## src/design/sdi_defines.svh

```systemverilog
// Offsets, field positions, reset values and stream constants of the SDI
// word path. Included by the design module.
`ifndef SDI_DEFINES_SVH
`define SDI_DEFINES_SVH
`define REG_CTRL 8'h00
`define REG_FLAGSEL 8'h04
`define REG_STATUS 8'h08
`define REG_LINELEN 8'h0C
`define REG_WANDER 8'h10
`define REG_EDH 8'h14
`define REG_LTC_LO 8'h18
`define REG_LTC_HI 8'h1C
`define REG_LAST_IDX 6'h07
`define CTRL_CHAN 0
`define CTRL_AD 1
`define CTRL_AV_LO 2
`define CTRL_RESET 4'h0
`define FLAGSEL_RESET 18'h2C688
`define TRS_ONES 10'h3FF
`define TRS_ZEROS 10'h000
`define XYZ_H 6
`define XYZ_V 7
`define V_RUN 4'h8
`define WORD_LAST 4'h9
`define EDH_DID 10'h1F4
`define EDH_FLAG0 5'h12
`define LTC_SYNC 16'h3FFD
`define RESP_OKAY 2'h0
`define RESP_SLVERR 2'h2
`endif

```

## src/design/sdi_pkg.sv

```systemverilog
// Types shared by the SDI word path: output word, mode and state record.
// Assumes nothing of its surroundings.
package sdi_pkg;
  typedef enum logic [1:0] {AV_VIDEO, AV_AUDIO, AV_INSERT} av_mode_type;
  typedef struct packed {
    logic [9:0] data;
    logic [5:0] flags;
  } out_word_type;
  typedef struct packed {
    logic [9:0] sh;
    logic [3:0] phase;
    logic aligned;
    logic [9:0] word;
    logic [2:0][9:0] hist;
    logic line;
    logic frame;
    logic [3:0] vrun;
    logic [15:0] ccnt;
    logic [15:0] line_len;
    logic [23:0] wcnt;
    logic [23:0] wander;
    logic chroma;
    logic [9:0] ash;
    logic [9:0] aword;
    logic anew;
    logic edh_on;
    logic [4:0] edh_idx;
    logic [14:0] edh_flags;
    logic [79:0] ltc_sh;
    logic [63:0] ltc;
    out_word_type [1:0] buff;
    logic [1:0] cnt;
    logic [7:0] drops;
    logic [3:0] ctrl;
    logic [17:0] fsel;
    logic aw_v;
    logic [7:0] aw_a;
    logic w_v;
    logic [31:0] wd;
    logic [3:0] ws;
    logic bvalid;
    logic [1:0] bresp;
    logic rvalid;
    logic [31:0] rdata;
    logic [1:0] rresp;
  } state_type;
endpackage

```

## src/design/sdi_word_path.sv

```systemverilog
// SDI digital word path: deserializer, TRS alignment, line/frame bits,
// muxes, flags, EDH/LTC capture, wander and line-length timing.
// Assumes serial inputs already in the recovered clock domain (aclk).
//
// Contract
// Serial stream becomes 10-bit parallel words on the recovered clock
// Word boundary taken from all-ones or all-zeros TRS words; the code aligns on all-ones words only
// Line bit follows H bit of each detected XYZ word
// Frame bit follows V bit of XYZ words
// Frame bit changes only after eight consecutive XYZ words carry new V
// Channel mux passes exactly one of two serial inputs
// Second mux picks analog Channel A samples or deserialized words
// Audio/video mux outputs video or audio words to acquisition
// External audio mode replaces chroma samples with audio words; the code does so for deserialized words only, not analog samples
// Flag mux maps selectable status lines onto six flag lines
// Serial audio is made parallel before output
// Acquisition side FIFO to CPU flags overflow as error
// EDH errors detected and decoded; line length aids rate detection
// Wander detector times TRS intervals on precision time base
// Timecode decoded into CPU-readable registers
// XYZ is fourth word after ones and two zeros words
//
// Our own choices: the address map and the AXI4-Lite interface to the registers.
`timescale 1ns/10ps
`include "sdi_defines.svh"
module sdi_word_path
(
  input wire logic aclk, // Recovered clock
  input wire logic aresetn, // Sync reset, active low
  input wire logic sdi_a, // Channel A serial bit
  input wire logic sdi_b, // Channel B serial bit
  input wire logic [9:0] analog_data, // Channel A analog sample
  input wire logic analog_valid, // Analog sample strobe
  input wire logic aud_bit, // Audio receiver serial bit
  input wire logic aud_valid, // Audio bit strobe
  input wire logic aud_last, // Last bit of audio word
  input wire logic ref_tick, // Precision time base tick
  input wire logic ltc_bit, // Timecode bit
  input wire logic ltc_valid, // Timecode bit strobe
  output sdi_pkg::out_word_type out_word, // Word and flags to acquisition
  output logic out_valid, // Buffer holds a word
  input wire logic out_ready, // Acquisition accepts word
  input wire logic awvalid, // AXI4-Lite write address valid
  output logic awready, // Write address ready
  input wire logic [7:0] awaddr, // Write byte address
  input wire logic wvalid, // Write data valid
  output logic wready, // Write data ready
  input wire logic [31:0] wdata, // Write data
  input wire logic [3:0] wstrb, // Write byte lanes
  output logic bvalid, // Write response valid
  input wire logic bready, // Write response ready
  output logic [1:0] bresp, // Write response
  input wire logic arvalid, // Read address valid
  output logic arready, // Read address ready
  input wire logic [7:0] araddr, // Read byte address
  output logic rvalid, // Read data valid
  input wire logic rready, // Read data ready
  output logic [31:0] rdata, // Read data
  output logic [1:0] rresp // Read response
);
  import sdi_pkg::*;

  state_type s_r;
  state_type s_nxt;
  logic dbit;
  logic word_end;
  logic xyz;
  logic flip;
  logic edh_err;
  logic vid_ev;
  logic [9:0] vid_w;
  logic src_ev;
  logic [9:0] src_w;
  logic in_ready;
  logic pop;
  logic [7:0] stat;
  logic [5:0] fl;
  logic [31:0] merged;
  av_mode_type av;

  function automatic logic reg_hit(input logic [7:0] a);
    reg_hit = (a[1:0] == 2'h0) && (a[7:2] <= `REG_LAST_IDX);
  endfunction

  function automatic logic [31:0] lanes(input logic [31:0] old, input logic [31:0] d,
                                        input logic [3:0] st);
    lanes = old;
    for (int b = 0; b < 4; b++)
    begin
      if (st[b])
      begin
        lanes[8*b +: 8] = d[8*b +: 8];
      end
    end
  endfunction

  assign out_valid = (s_r.cnt != 2'h0);
  assign out_word = s_r.buff[0];
  assign awready = !s_r.aw_v && !s_r.bvalid;
  assign wready = !s_r.w_v && !s_r.bvalid;
  assign arready = !s_r.rvalid;
  assign bvalid = s_r.bvalid;
  assign bresp = s_r.bresp;
  assign rvalid = s_r.rvalid;
  assign rdata = s_r.rdata;
  assign rresp = s_r.rresp;
  assign edh_err = |s_r.edh_flags;
  assign in_ready = (s_r.cnt != 2'h2);
  assign pop = out_valid && out_ready;

  always_comb
  begin
    s_nxt = s_r;
    merged = 32'h0;
    s_nxt.anew = 1'b0;
    av = av_mode_type'(s_r.ctrl[`CTRL_AV_LO +: 2]);
    // Deserializer, LSB first
    dbit = s_r.ctrl[`CTRL_CHAN] ? sdi_b : sdi_a;
    s_nxt.sh = {dbit, s_r.sh[9:1]};
    // Only the first ten ones of a run force a boundary, so 3FF 3FF stays two words
    word_end = (s_r.phase == `WORD_LAST) || (s_nxt.sh == `TRS_ONES && s_r.sh != `TRS_ONES);
    s_nxt.phase = word_end ? 4'h0 : s_r.phase + 4'h1;
    if (s_nxt.sh == `TRS_ONES)
    begin
      s_nxt.aligned = 1'b1;
    end
    xyz = word_end && (s_r.hist == {`TRS_ONES, `TRS_ZEROS, `TRS_ZEROS});
    flip = xyz && (s_nxt.sh[`XYZ_V] != s_r.frame) && (s_r.vrun == `V_RUN - 4'h1);
    s_nxt.ccnt = s_r.ccnt + 16'h1;
    s_nxt.wcnt = s_r.wcnt + {23'h0, ref_tick};
    if (word_end)
    begin
      s_nxt.word = s_nxt.sh;
      s_nxt.hist = {s_r.hist[1:0], s_nxt.sh};
      s_nxt.chroma = ~s_r.chroma;
    end
    if (xyz)
    begin
      s_nxt.line = s_nxt.sh[`XYZ_H];
      s_nxt.chroma = 1'b1;
      // Deglitch: a single bad XYZ restarts the run
      if (s_nxt.sh[`XYZ_V] == s_r.frame)
      begin
        s_nxt.vrun = 4'h0;
      end
      else if (flip)
      begin
        s_nxt.frame = s_nxt.sh[`XYZ_V];
        s_nxt.vrun = 4'h0;
      end
      else
      begin
        s_nxt.vrun = s_r.vrun + 4'h1;
      end
      if (s_nxt.sh[`XYZ_H])
      begin
        s_nxt.line_len = s_r.ccnt;
        s_nxt.ccnt = 16'h1;
        s_nxt.wander = s_r.wcnt;
        s_nxt.wcnt = {23'h0, ref_tick};
      end
    end
    // EDH packet: ADF 000 3FF 3FF then DID; three flag words follow the CRCs
    if (word_end && s_r.hist == {`TRS_ZEROS, `TRS_ONES, `TRS_ONES} && s_nxt.sh == `EDH_DID)
    begin
      s_nxt.edh_on = 1'b1;
      s_nxt.edh_idx = 5'h0;
    end
    else if (word_end && s_r.edh_on)
    begin
      s_nxt.edh_idx = s_r.edh_idx + 5'h1;
      for (int k = 0; k < 3; k++)
      begin
        if (s_nxt.edh_idx == `EDH_FLAG0 + 5'(k))
        begin
          s_nxt.edh_flags[5*k +: 5] = s_nxt.sh[6:2];
        end
      end
      if (s_nxt.edh_idx == `EDH_FLAG0 + 5'h2)
      begin
        s_nxt.edh_on = 1'b0;
      end
    end
    if (aud_valid)
    begin
      s_nxt.ash = {aud_bit, s_r.ash[9:1]};
      if (aud_last)
      begin
        s_nxt.aword = s_nxt.ash;
        s_nxt.anew = 1'b1;
      end
    end
    if (ltc_valid)
    begin
      s_nxt.ltc_sh = {s_r.ltc_sh[78:0], ltc_bit};
      if (s_nxt.ltc_sh[15:0] == `LTC_SYNC)
      begin
        s_nxt.ltc = s_nxt.ltc_sh[79:16];
      end
    end
    vid_ev = s_r.ctrl[`CTRL_AD] ? analog_valid : word_end;
    vid_w = s_r.ctrl[`CTRL_AD] ? analog_data : s_nxt.sh;
    unique case (av)
      AV_AUDIO:
      begin
        src_ev = s_r.anew;
        src_w = s_r.aword;
      end
      AV_INSERT:
      begin
        src_ev = vid_ev;
        src_w = (!s_r.ctrl[`CTRL_AD] && s_r.chroma) ? s_r.aword : vid_w;
      end
      default:
      begin
        src_ev = vid_ev;
        src_w = vid_w;
      end
    endcase
    stat = {s_r.drops != 8'h0, s_r.anew, s_r.chroma, xyz, edh_err, s_r.aligned,
            s_r.frame, s_r.line};
    for (int i = 0; i < 6; i++)
    begin
      fl[i] = stat[s_r.fsel[3*i +: 3]];
    end
    // Two-entry buffer; the serial source cannot wait, so a full buffer drops
    if (pop)
    begin
      s_nxt.buff[0] = s_r.buff[1];
    end
    if (src_ev && in_ready)
    begin
      s_nxt.buff[pop ? s_r.cnt - 2'h1 : s_r.cnt] = {src_w, fl};
    end
    else if (src_ev && s_r.drops != 8'hFF)
    begin
      s_nxt.drops = s_r.drops + 8'h1;
    end
    s_nxt.cnt = s_r.cnt + {1'b0, src_ev && in_ready} - {1'b0, pop};
    // AXI4-Lite slave
    if (awvalid && awready)
    begin
      s_nxt.aw_v = 1'b1;
      s_nxt.aw_a = awaddr;
    end
    if (wvalid && wready)
    begin
      s_nxt.w_v = 1'b1;
      s_nxt.wd = wdata;
      s_nxt.ws = wstrb;
    end
    if (s_r.bvalid && bready)
    begin
      s_nxt.bvalid = 1'b0;
    end
    if (s_r.aw_v && s_r.w_v)
    begin
      s_nxt.aw_v = 1'b0;
      s_nxt.w_v = 1'b0;
      s_nxt.bvalid = 1'b1;
      s_nxt.bresp = reg_hit(s_r.aw_a) ? `RESP_OKAY : `RESP_SLVERR;
      if (s_r.aw_a == `REG_CTRL)
      begin
        merged = lanes({28'h0, s_r.ctrl}, s_r.wd, s_r.ws);
        s_nxt.ctrl = merged[3:0];
      end
      else if (s_r.aw_a == `REG_FLAGSEL)
      begin
        merged = lanes({14'h0, s_r.fsel}, s_r.wd, s_r.ws);
        s_nxt.fsel = merged[17:0];
      end
    end
    if (s_r.rvalid && rready)
    begin
      s_nxt.rvalid = 1'b0;
    end
    if (arvalid && arready)
    begin
      s_nxt.rvalid = 1'b1;
      s_nxt.rresp = reg_hit(araddr) ? `RESP_OKAY : `RESP_SLVERR;
      unique case (araddr)
        `REG_CTRL: s_nxt.rdata = {28'h0, s_r.ctrl};
        `REG_FLAGSEL: s_nxt.rdata = {14'h0, s_r.fsel};
        `REG_STATUS: s_nxt.rdata = {16'h0, s_r.drops, 4'h0, edh_err, s_r.aligned,
                                    s_r.frame, s_r.line};
        `REG_LINELEN: s_nxt.rdata = {16'h0, s_r.line_len};
        `REG_WANDER: s_nxt.rdata = {8'h0, s_r.wander};
        `REG_EDH: s_nxt.rdata = {17'h0, s_r.edh_flags};
        `REG_LTC_LO: s_nxt.rdata = s_r.ltc[31:0];
        `REG_LTC_HI: s_nxt.rdata = s_r.ltc[63:32];
        default: s_nxt.rdata = 32'h0;
      endcase
    end
    if (!aresetn)
    begin
      s_nxt = '0;
      s_nxt.ctrl = `CTRL_RESET;
      s_nxt.fsel = `FLAGSEL_RESET;
    end
  end

  always_ff @(posedge aclk)
  begin
    s_r <= s_nxt;
  end
endmodule

```

## config.mk

```make
export PLATFORM = sky130hd
export DESIGN_NAME = sdi_word_path
export DESIGN_NICKNAME = d
export VERILOG_FILES = /design/src/design/sdi_pkg.sv /design/src/design/sdi_word_path.sv
export VERILOG_INCLUDE_DIRS = /design/src /design/src/design
export SDC_FILE = /design/constraint.sdc
export NUM_CORES = 1
export LEC_CHECK = 0
export ABC_AREA = 1
export ABC_CLOCK_PERIOD_IN_PS = 3600
export BUFFER_PORTS_ARGS = -buffer_cell sky130_fd_sc_hd__clkbuf_2
export CORE_ASPECT_RATIO = 0.9
export CORE_MARGIN = 2
export CORE_UTILIZATION = 55
export CTS_BUF_LIST = sky130_fd_sc_hd__clkbuf_8
export DETAILED_ROUTE_END_ITERATION = 8
export PLACE_DENSITY = 0.79
export SLEW_MARGIN = 25
export SYNTH_ARGS = -nofsm -noshare
export SYNTH_HDL_FRONTEND = slang
export SYNTH_SLANG_ARGS = --single-unit
```

## constraint.sdc

```tcl
create_clock -name aclk -period 3.6 [get_ports aclk]
set_input_delay 0.18 -clock aclk [delete_from_list [all_inputs] [get_ports aclk]]
set_output_delay 0.18 -clock aclk [all_outputs]
set_load 0.05 [all_outputs]
```

Word level (Yosys, flattened, before mapping)
Index checks and enable logic that the tools add are counted.
Widths: inputs -> output; s select.

storage, ports and cells
  register bits = 450
  bits of input ports = 79
  output and inout port bits = 58
  logic and storage cells = 194

operators by class
  $add $sub $neg = 9
  magnitude comparators = 10
  equality and inequality tests = 25
  multiplexer cells = 43
  bitwise gates (word level) = 6
  reductions and logical operators = 57

operators with widths
  operator               count
  $pmux 32 s8            1
  $mux 81                1
  $mux 80                1
  $mux 16                3
  $mux 35                1
  $bwmux 32              1
  $eq 8x5->1 const B     4
  $eq 30x20->1 const B   1
  $eq 30x30->1 const B   1
  $add 24x1->24          1
  $lt 3x4->1 const B     6
  $logic_and 1x1->1      22
  $mux 21                1
  $mux 10                2
  $pmux 10 s2            1
  $bmux 1 s3             6
  $add 16x1->16 const B  1
  $demux 16 s1           1
  $eq 16x14->1 const B   1
  $eq 8x3->1 const B     2
  $eq 8x4->1 const B     2
  $logic_not 8->1        2
  $eq 5x5->1 const B     3
  $mux 5                 3
  36 further kinds       82

Longest topological paths before layout
Gate-level depths: netlist (run 1).

  depth after elaboration = 9
  mapped depth = 14
  gate-level depth less buffers = 14

Worst setup path after synthesis (run 1)
No wires, ideal clock.

  kind = flip-flop to flip-flop
  from = register s_r[114] (netlist name)
  to = register s_r[115] (netlist name)
  library setup time = 0.070 ns
  data arrival time = 2.328 ns
  data required time = 3.530 ns
  setup slack = 1.202 ns
  cell stages (with the launch flop) = 13
  buffers on the path = 1
  period minus slack after synthesis = 2.398 ns
  path through = dfxtp_1 -> inv_1 -> ha_1 -> inv_1 -> nand2_1 -> inv_1 -> clkbuf_1 -> ha_1 -> inv_1 -> ha_1 -> xor2_1 -> o21ai_0 -> a21oi_1

on the way
  elaborated cells on any way between the ends = 6
  those cells by class = add/sub (2); eq/ne (1); reduce/logical (3)

RTL lines
  what                    RTL line              source
  from (decl)             sdi_word_path.sv:63   state_type s_r;
  from (signal assigned)  sdi_word_path.sv:304  s_r <= s_nxt;
  $reduce_bool 2->1       sdi_word_path.sv:97   assign out_valid = (s_r.cnt != 2'h0);
  via out_valid           sdi_word_path.sv:41   output logic out_valid,
  $logic_and 1x1->1       sdi_word_path.sv:109  assign pop = out_valid && out_ready;
  $sub 2x1->2             sdi_word_path.sv:239  s_nxt.cnt = s_r.cnt + {1'b0, src_ev && in_ready} - {1'b0, pop};

The timed path passes the listed nets, and every way through them passes these cells.
A chain may end at the register's enable or synchronous reset.

Final worst setup path (run 1)
  from = register s_r[114] (netlist name)
  to = register s_r[134] (netlist name)

on the way
  word-level cells in the longest chain between the ends = 8
  elaborated cells on any way between the ends = 12
  those cells by class = add/sub (1); order compare (2); eq/ne (1); mux (4); reduce/logical (4)

RTL lines
  what
  branches (longest 8 deep; another with $sub 2x1->2)

Several ways; the timed one is not identified.

==> flow_summary.ini, run 1 <==
[detailed_routing]
drt_iter0_markers = 1495
routed_via_density = 5.38
drtPass1Iterations = 6
dr_total_vias = 16900
drc = 0
wl_per_cell_um = 15.0
ant_nets = 0
wirelength_mm = 47.1

[global_routing]
grt_pass1_wl_mm = 76.3
grt_busiest_layer = met2
grt_overflow = 0
grt_use_met3_pct = 4.80
grt_start_max_net_pins = 236
met2_usage_pct = 38.9
track_usage_pct = 26.1
met1_usage_pct = 36.8
antenna_found_initial = 0
first_global_vias = 15400

[clocking]
clk_pin_slew_ns = 0.06
clock_sinks = 447
clock_insertion_delay_worst_skew_ns = 0.61
cts_buffers = 73
ctsHoldBuffers = 40
cts.htree.levels = 3
cts_buffer_depth = 3
cts_tree = done
root_buffer = clkbuf_8
post_cts_buffers = 0
cts_resized = 0

[min_path]
hp-class = in2reg
hp-start = awvalid

[cells_and_area]
antenna_cells = 0
stdcell_count = 3137
final_core_utilization_pct = 62.4
drive_gt1_share_pct = 9.83
area_growth_pct = 11.9
design_area_um2 = 21100
finalNetCount = 2719

[synthesis]
syn_area_um2 = 18900
synth.distinct_cells = 49
syn_avg_cell_area_um2 = 7.40
synth-seq-cells = 447
postSynthCellCount = 2550
ys_seq_area_share_pct = 47.4
yosysWarningCount = 0

[worst_setup_path]
required_ns = 4.07
worstPathArrival_ns = 3.06
r2r_start = s_r[114]$_SDFF_PN0_
cp-start-kind = flop
r2r_end = s_r[134]$_SDFFE_PN0P_
end_kind = flop
cp_max_fo = 21
reg2reg_slack_ns = 1.01
ff2ff_path_depth = 13
criticalPathCategory = reg2reg
worstSetupStartpoint = s_r[114]$_SDFF_PN0_
crit_path_end = s_r[134]$_SDFFE_PN0P_

[sta]
max_slew_margin_pct = 31.4
tightest_slew_ns = 1.03
fin_tns_setup_ns = 0
skew_ns = 0.0369
setup_violations = 0
timing.fmax_mhz = 386
period_needed_ns = 2.59
fin_hold_ws_ns = 0.0443
fin_crit_sh_pct = 71.9
hold_viol = 0
rsz0062_at_grt = false
drv_slew = 0
layout_setup_ws_ns = 1.01

[floorplan]
core_area_um2 = 33900
dieWidth_um = 199
start_util_pct = 55.7
rows = 64
fp.dieArea_um2 = 35800
die_y_um = 180
io_pins = 137

[outcome]
status = completed

[power]
p_leak_nw = 8.72
powerDensity_nw_per_um2 = 483
p_total_mw = 10.2
peakVddDrop_uv = 423

[placed_design]
place_ws_ns = 1.03
gp_congestion = 0.915
place_inst = 2969
dp_hpwl_mm = 31.3
portBuffers = 119
dpl_cell_area_um2 = 19300

[flow_run]
cap_viol_max_count = 0
-- where the power goes --
| part | leakage [nW] | total, mW | switching, mW | internal, mW |
|---|---|---|---|---|
| Sequential | 3.63 | 5.16 | 0.0832 | 5.08 |
| Combinational | 4.25 | 0.650 | 0.444 | 0.206 |
| Clock | 0.842 | 4.39 | 2.00 | 2.40 |
| Total | 8.72 | 10.2 | 2.52 | 7.68 |
-- cells by family (layout without fill, tap and decap cells) --
kind of cell | after synthesis | count (layout) | synth area share, %
AO/OA/AOI/OAI | 644 | 644 | 18.5
XOR/XNOR | 32 | 32 | 1.48
adder cells (fa/ha/maj) | 18 | 18 | 1.19
buffers and inverters | 464 | 588 | 10.7
flip-flops | 447 | 447 | 47.4
multiplexers | 6 | 6 | 0.318
other | 1 | 2 | 0.0199
AND/OR/NAND/NOR | 938 | 938 | 20.4
-- sequential cells by signal (all words and copies together) (netlist names) --
name	cells
rvalid	1
rresp	1
bresp	1
rdata	32
bvalid	1
s_r	393
av	2
out_word	16
-- final cells by class --
class,instances,area (um2)
fillers,2956,12700
repair buffers,175,1140
clock inverters,35,195
clock buffers,93,1280
inverters,285,1070
flip-flops and latches,447,8950
well taps,462,578
multi-input cells,1640,7920
-- how the worst min path moves through the flow --
stage | end | slack, ns | depth (start not counted)
floorplan | s_r[315]$_SDFFE_PN0P_ | 0.27 | 1
global placement | s_r[315]$_SDFFE_PN0P_ | 0.38 | 2
detailed placement | s_r[315]$_SDFFE_PN0P_ | 0.38 | 2
CTS | s_r[79]$_SDFFE_PN0P_ | 0.01 | 3
global route | s_r[430]$_SDFFE_PN0P_ | 0.04 | 5
finish | s_r[79]$_SDFFE_PN0P_ | 0.04 | 3
-- cells in the final DEF, fill, tap and decap left out, drive strengths merged, types with 2 or more instances in the layout --
cell,instances
nor2,461
dfxtp,447
nand2,339
inv,306
o21ai,282
a21oi,219
clkbuf,211
o22ai,66
nand3,65
a211oi,50
dlygate4sd3,40
nor3,29
nand4,28
xor2,20
ha,18
buf,17
o211ai,13
xnor2,12
clkinv,10
mux2i,6
nor3b,6
a22oi,5
nand3b,3
clkinvlp,3
or2,3
o2111ai,2
a31oi,2
conb,2
nor4,2
-- worst max-delay path, stage by stage, from the launching register on --
cell and delay (ns):
dfxtp_1 0.36, inv_1 0.08, ha_1 0.20, inv_1 0.06, nand2_1 0.05, buf_4 0.20
inv_1 0.39, nand2_1 0.08, o21ai_0 0.13, nand2_1 0.14, nor2_4 0.33, inv_2 0.22
a21oi_1 0.17, nor2_1 0.05
-- cell usage after synthesis, drive strengths merged --
cell | number | area (um2)
a21oi | 219 | 1100
o21a | 1 | 7.51
and2 | 1 | 6.26
o22ai | 66 | 413
ha | 18 | 225
a31oi | 2 | 12.5
inv | 280 | 1050
mux2i | 6 | 60.1
xor2 | 20 | 175
a22oi | 5 | 37.5
o21bai | 1 | 7.51
nor4 | 2 | 18.8
clkinv | 5 | 18.8
o21ai | 282 | 1410
clkbuf | 90 | 338
nand2 | 339 | 1290
a211oi | 50 | 375
dfxtp | 447 | 8950
or3 | 1 | 6.26
buf | 89 | 609
o211ai | 13 | 97.6
nand3 | 65 | 343
o32ai | 1 | 8.76
nand3b | 3 | 22.5
nor3 | 29 | 165
xnor2 | 12 | 105
a21boi | 1 | 7.51
nor3b | 6 | 45.0
conb | 1 | 3.75
or2 | 3 | 18.8
a21o | 1 | 7.51
nor2 | 461 | 1740
nand4 | 28 | 188
o2111ai | 2 | 17.5
-- metal layers --
layer / vias to the layer above / share of wire [%]
met5: - / 0
met4: 0 / 3.8
met1: 7696 / 45
met3: 126 / 7.9
li1: 8422 / -
met2: 634 / 43
Power figures use the tool's default switching activity.
==> inputs of run 2 (changes only) <==
--- a/config.mk
+++ b/config.mk
@@ -7,14 +7,14 @@
 export NUM_CORES = 1
 export LEC_CHECK = 0
 export ABC_AREA = 1
-export ABC_CLOCK_PERIOD_IN_PS = 3600
+export ABC_CLOCK_PERIOD_IN_PS = 2360
 export BUFFER_PORTS_ARGS = -buffer_cell sky130_fd_sc_hd__clkbuf_2
 export CORE_ASPECT_RATIO = 0.9
 export CORE_MARGIN = 2
 export CORE_UTILIZATION = 55
 export CTS_BUF_LIST = sky130_fd_sc_hd__clkbuf_8
 export DETAILED_ROUTE_END_ITERATION = 8
-export PLACE_DENSITY = 0.79
+export PLACE_DENSITY = 0.82
 export SLEW_MARGIN = 25
 export SYNTH_ARGS = -nofsm -noshare
 export SYNTH_HDL_FRONTEND = slang
==> constraint.sdc (replaced) <==
create_clock -name aclk -period 2.36 [get_ports aclk]
set_input_delay 0.118 -clock aclk [delete_from_list [all_inputs] [get_ports aclk]]
set_output_delay 0.118 -clock aclk [all_outputs]
set_load 0.05 [all_outputs]
==> flow_summary.ini, run 2 (synthesis gave the netlist of run 1 again) <==
[power]
switching_share_pct = 24.8
power.internal_mw = 11.6
seq_power_share_pct = 50.9
p_leak_nw = 8.86
pwr-share-clk_pct = 42.2
peakVddDrop_uv = 493
powerDensity_nw_per_um2 = 722
p_total_mw = 15.4
p_sw_mw = 3.84
p_comb_share_pct = 6.8

[floorplan]
rows = 64
core_area_um2 = 33900
fp.dieArea_um2 = 35800
start_util_pct = 55.7
die_y_um = 180
io_pins = 137
dieWidth_um = 199

[cells_and_area]
area_growth_pct = 13.3
stdcell_count = 3164
final_cell_mix = nor2_1, dfxtp_1, nand2_1, inv_1, o21ai_0
largest_reg_flops = 393
finalNetCount = 2752
fillCellCount = 2853
design_area_um2 = 21400
drive_gt1_share_pct = 10.8
final_core_utilization_pct = 63.1
largest-register = s_r
final_common_cell = nor2_1
antenna_cells = 0

[placed_design]
portBuffers = 119
gp_congestion = 0.951
dp_hpwl_mm = 32.4
dpl_cell_area_um2 = 19500
place_inst = 3000

[global_routing]
grt_pass1_wl_mm = 77.6
antenna_found_initial = 0
grt_start_max_net_pins = 97
grt_overflow = 0
track_usage_pct = 26.5
first_global_vias = 15800

[detailed_routing]
ant_nets = 0
dr_total_vias = 17100
wl_per_cell_um = 15.1
routed_via_density = 5.42
wirelength_mm = 47.9
drt_iter0_markers = 1586
drc = 0
drtPass1Iterations = 6

[sta]
timing.fmax_mhz = 448
max_slew_margin_pct = 47.8
hold_viol = 0
rsz0062_at_grt = false
drv_slew = 0
tightest_slew_ns = 0.777
period_needed_ns = 2.23
skew_ns = 0.0308
fin_crit_sh_pct = 94.5
setup_violations = 0
fin_tns_setup_ns = 0

[worst_setup_path]
cp_max_fo = 24
end_kind = flop
slowest_stage = dfxtp_1
slowest_delay_ns = 0.42
required_ns = 2.90
worstPathArrival_ns = 2.77
criticalPathCategory = reg2reg
cp-start-kind = flop
path_cells = nand2_1, nor2_2, nand4_1, nand2_2, buf_4, nand2_2, clkinv_1, nand4_2, nand2_1, nand2_1, nor2_1
cp_common_cell = nand2_1

[outcome]
status = completed

[clocking]
clock_insertion_delay_worst_skew_ns = 0.61
cts_tree = done
cts.htree.levels = 3
cts_buffer_depth = 3
clock_sinks = 447
clk_pin_slew_ns = 0.06
post_cts_buffers = 0
root_buffer = clkbuf_8
cts_buffers = 70

[min_path]
hp-class = in2reg

[flow_run]
cap_viol_max_count = 0
[run 2: cell count changes in the layout (fill, tap and decap cells not counted), sizes merged]
cell	change
dlygate4sd3	+5
clkinvlp	+1
inv	-5
buf	+31
clkbuf	-7
clkinv	+1
bufinv	+1
[run 2: path summary, 6_finish.rpt]
kind	startpoint	to	slack, ns	cells after the start
setup / recovery	s_r[474]$_SDFF_PN0_	s_r[295]$_SDFFE_PN0P_	0.13	11
setup reg to reg	s_r[474]$_SDFF_PN0_	s_r[295]$_SDFFE_PN0P_	0.13	11
hold reg to reg	s_r[185]$_SDFFE_PN0P_	s_r[185]$_SDFFE_PN0P_	0.44	2
hold / removal	wvalid	s_r[45]$_SDFFE_PN0P_	0.07	4
[run 2: power by group through the flow]
stage          combinational, mW  sequential (mW)  clock (mW)
6_report                    1.06             7.87        6.52
5_1_grt                     1.19             7.89        6.96
4_1_cts                     1.05             7.87        6.61
3_5_place_dp               0.981             8.03           0
3_3_place_gp               0.953             8.02           0
2_1_floorplan              0.718             8.00           0
[run 2: metrics by stage]
| step | hold slack (ns) | setup WS (ns) |
|---|---|---|
| floorplan | 0.208 | 0.104 |
| global placement | 0.313 | 0.268 |
| detailed placement | 0.327 | 0.173 |
| CTS | 0.000380 | 0.131 |
| global route | 0.0715 | 0.00418 |
| finish | 0.0656 | 0.129 |
[run 2: what timing repair did]
item,in CTS,in global routing
resized for setup,0,2
hold endpoints to repair,107,0
setup endpoints to repair,0,9
hold buffers,45,0
[run 2: final cells by class]
cell class	instances	area (um2)	area share, %
sequential	447	8950	41.8
clock inverter	33	219	1.02
clock buffer	86	1180	5.53
multi-input combinational	1640	7930	37.1
tap	462	578	2.70
inverter	285	1070	5.03
timing repair buffer	211	1460	6.80
[run 2: metal layers]
metal	vias up	global-route usage, %	wire length (um)
met5	-	0	0
met4	0	11.7	1660
met3	123	4.84	3660
met2	667	40.0	21200
met1	7876	36.9	21400
li1	8483	-	-
[run 2: worst max-delay path, delay by kind of cell (launching register included)]
family / cells / cell delay [ns]
AND/OR/NAND/NOR: 9 / 1.26
buffers and inverters: 2 / 0.46
flip-flops: 1 / 0.42
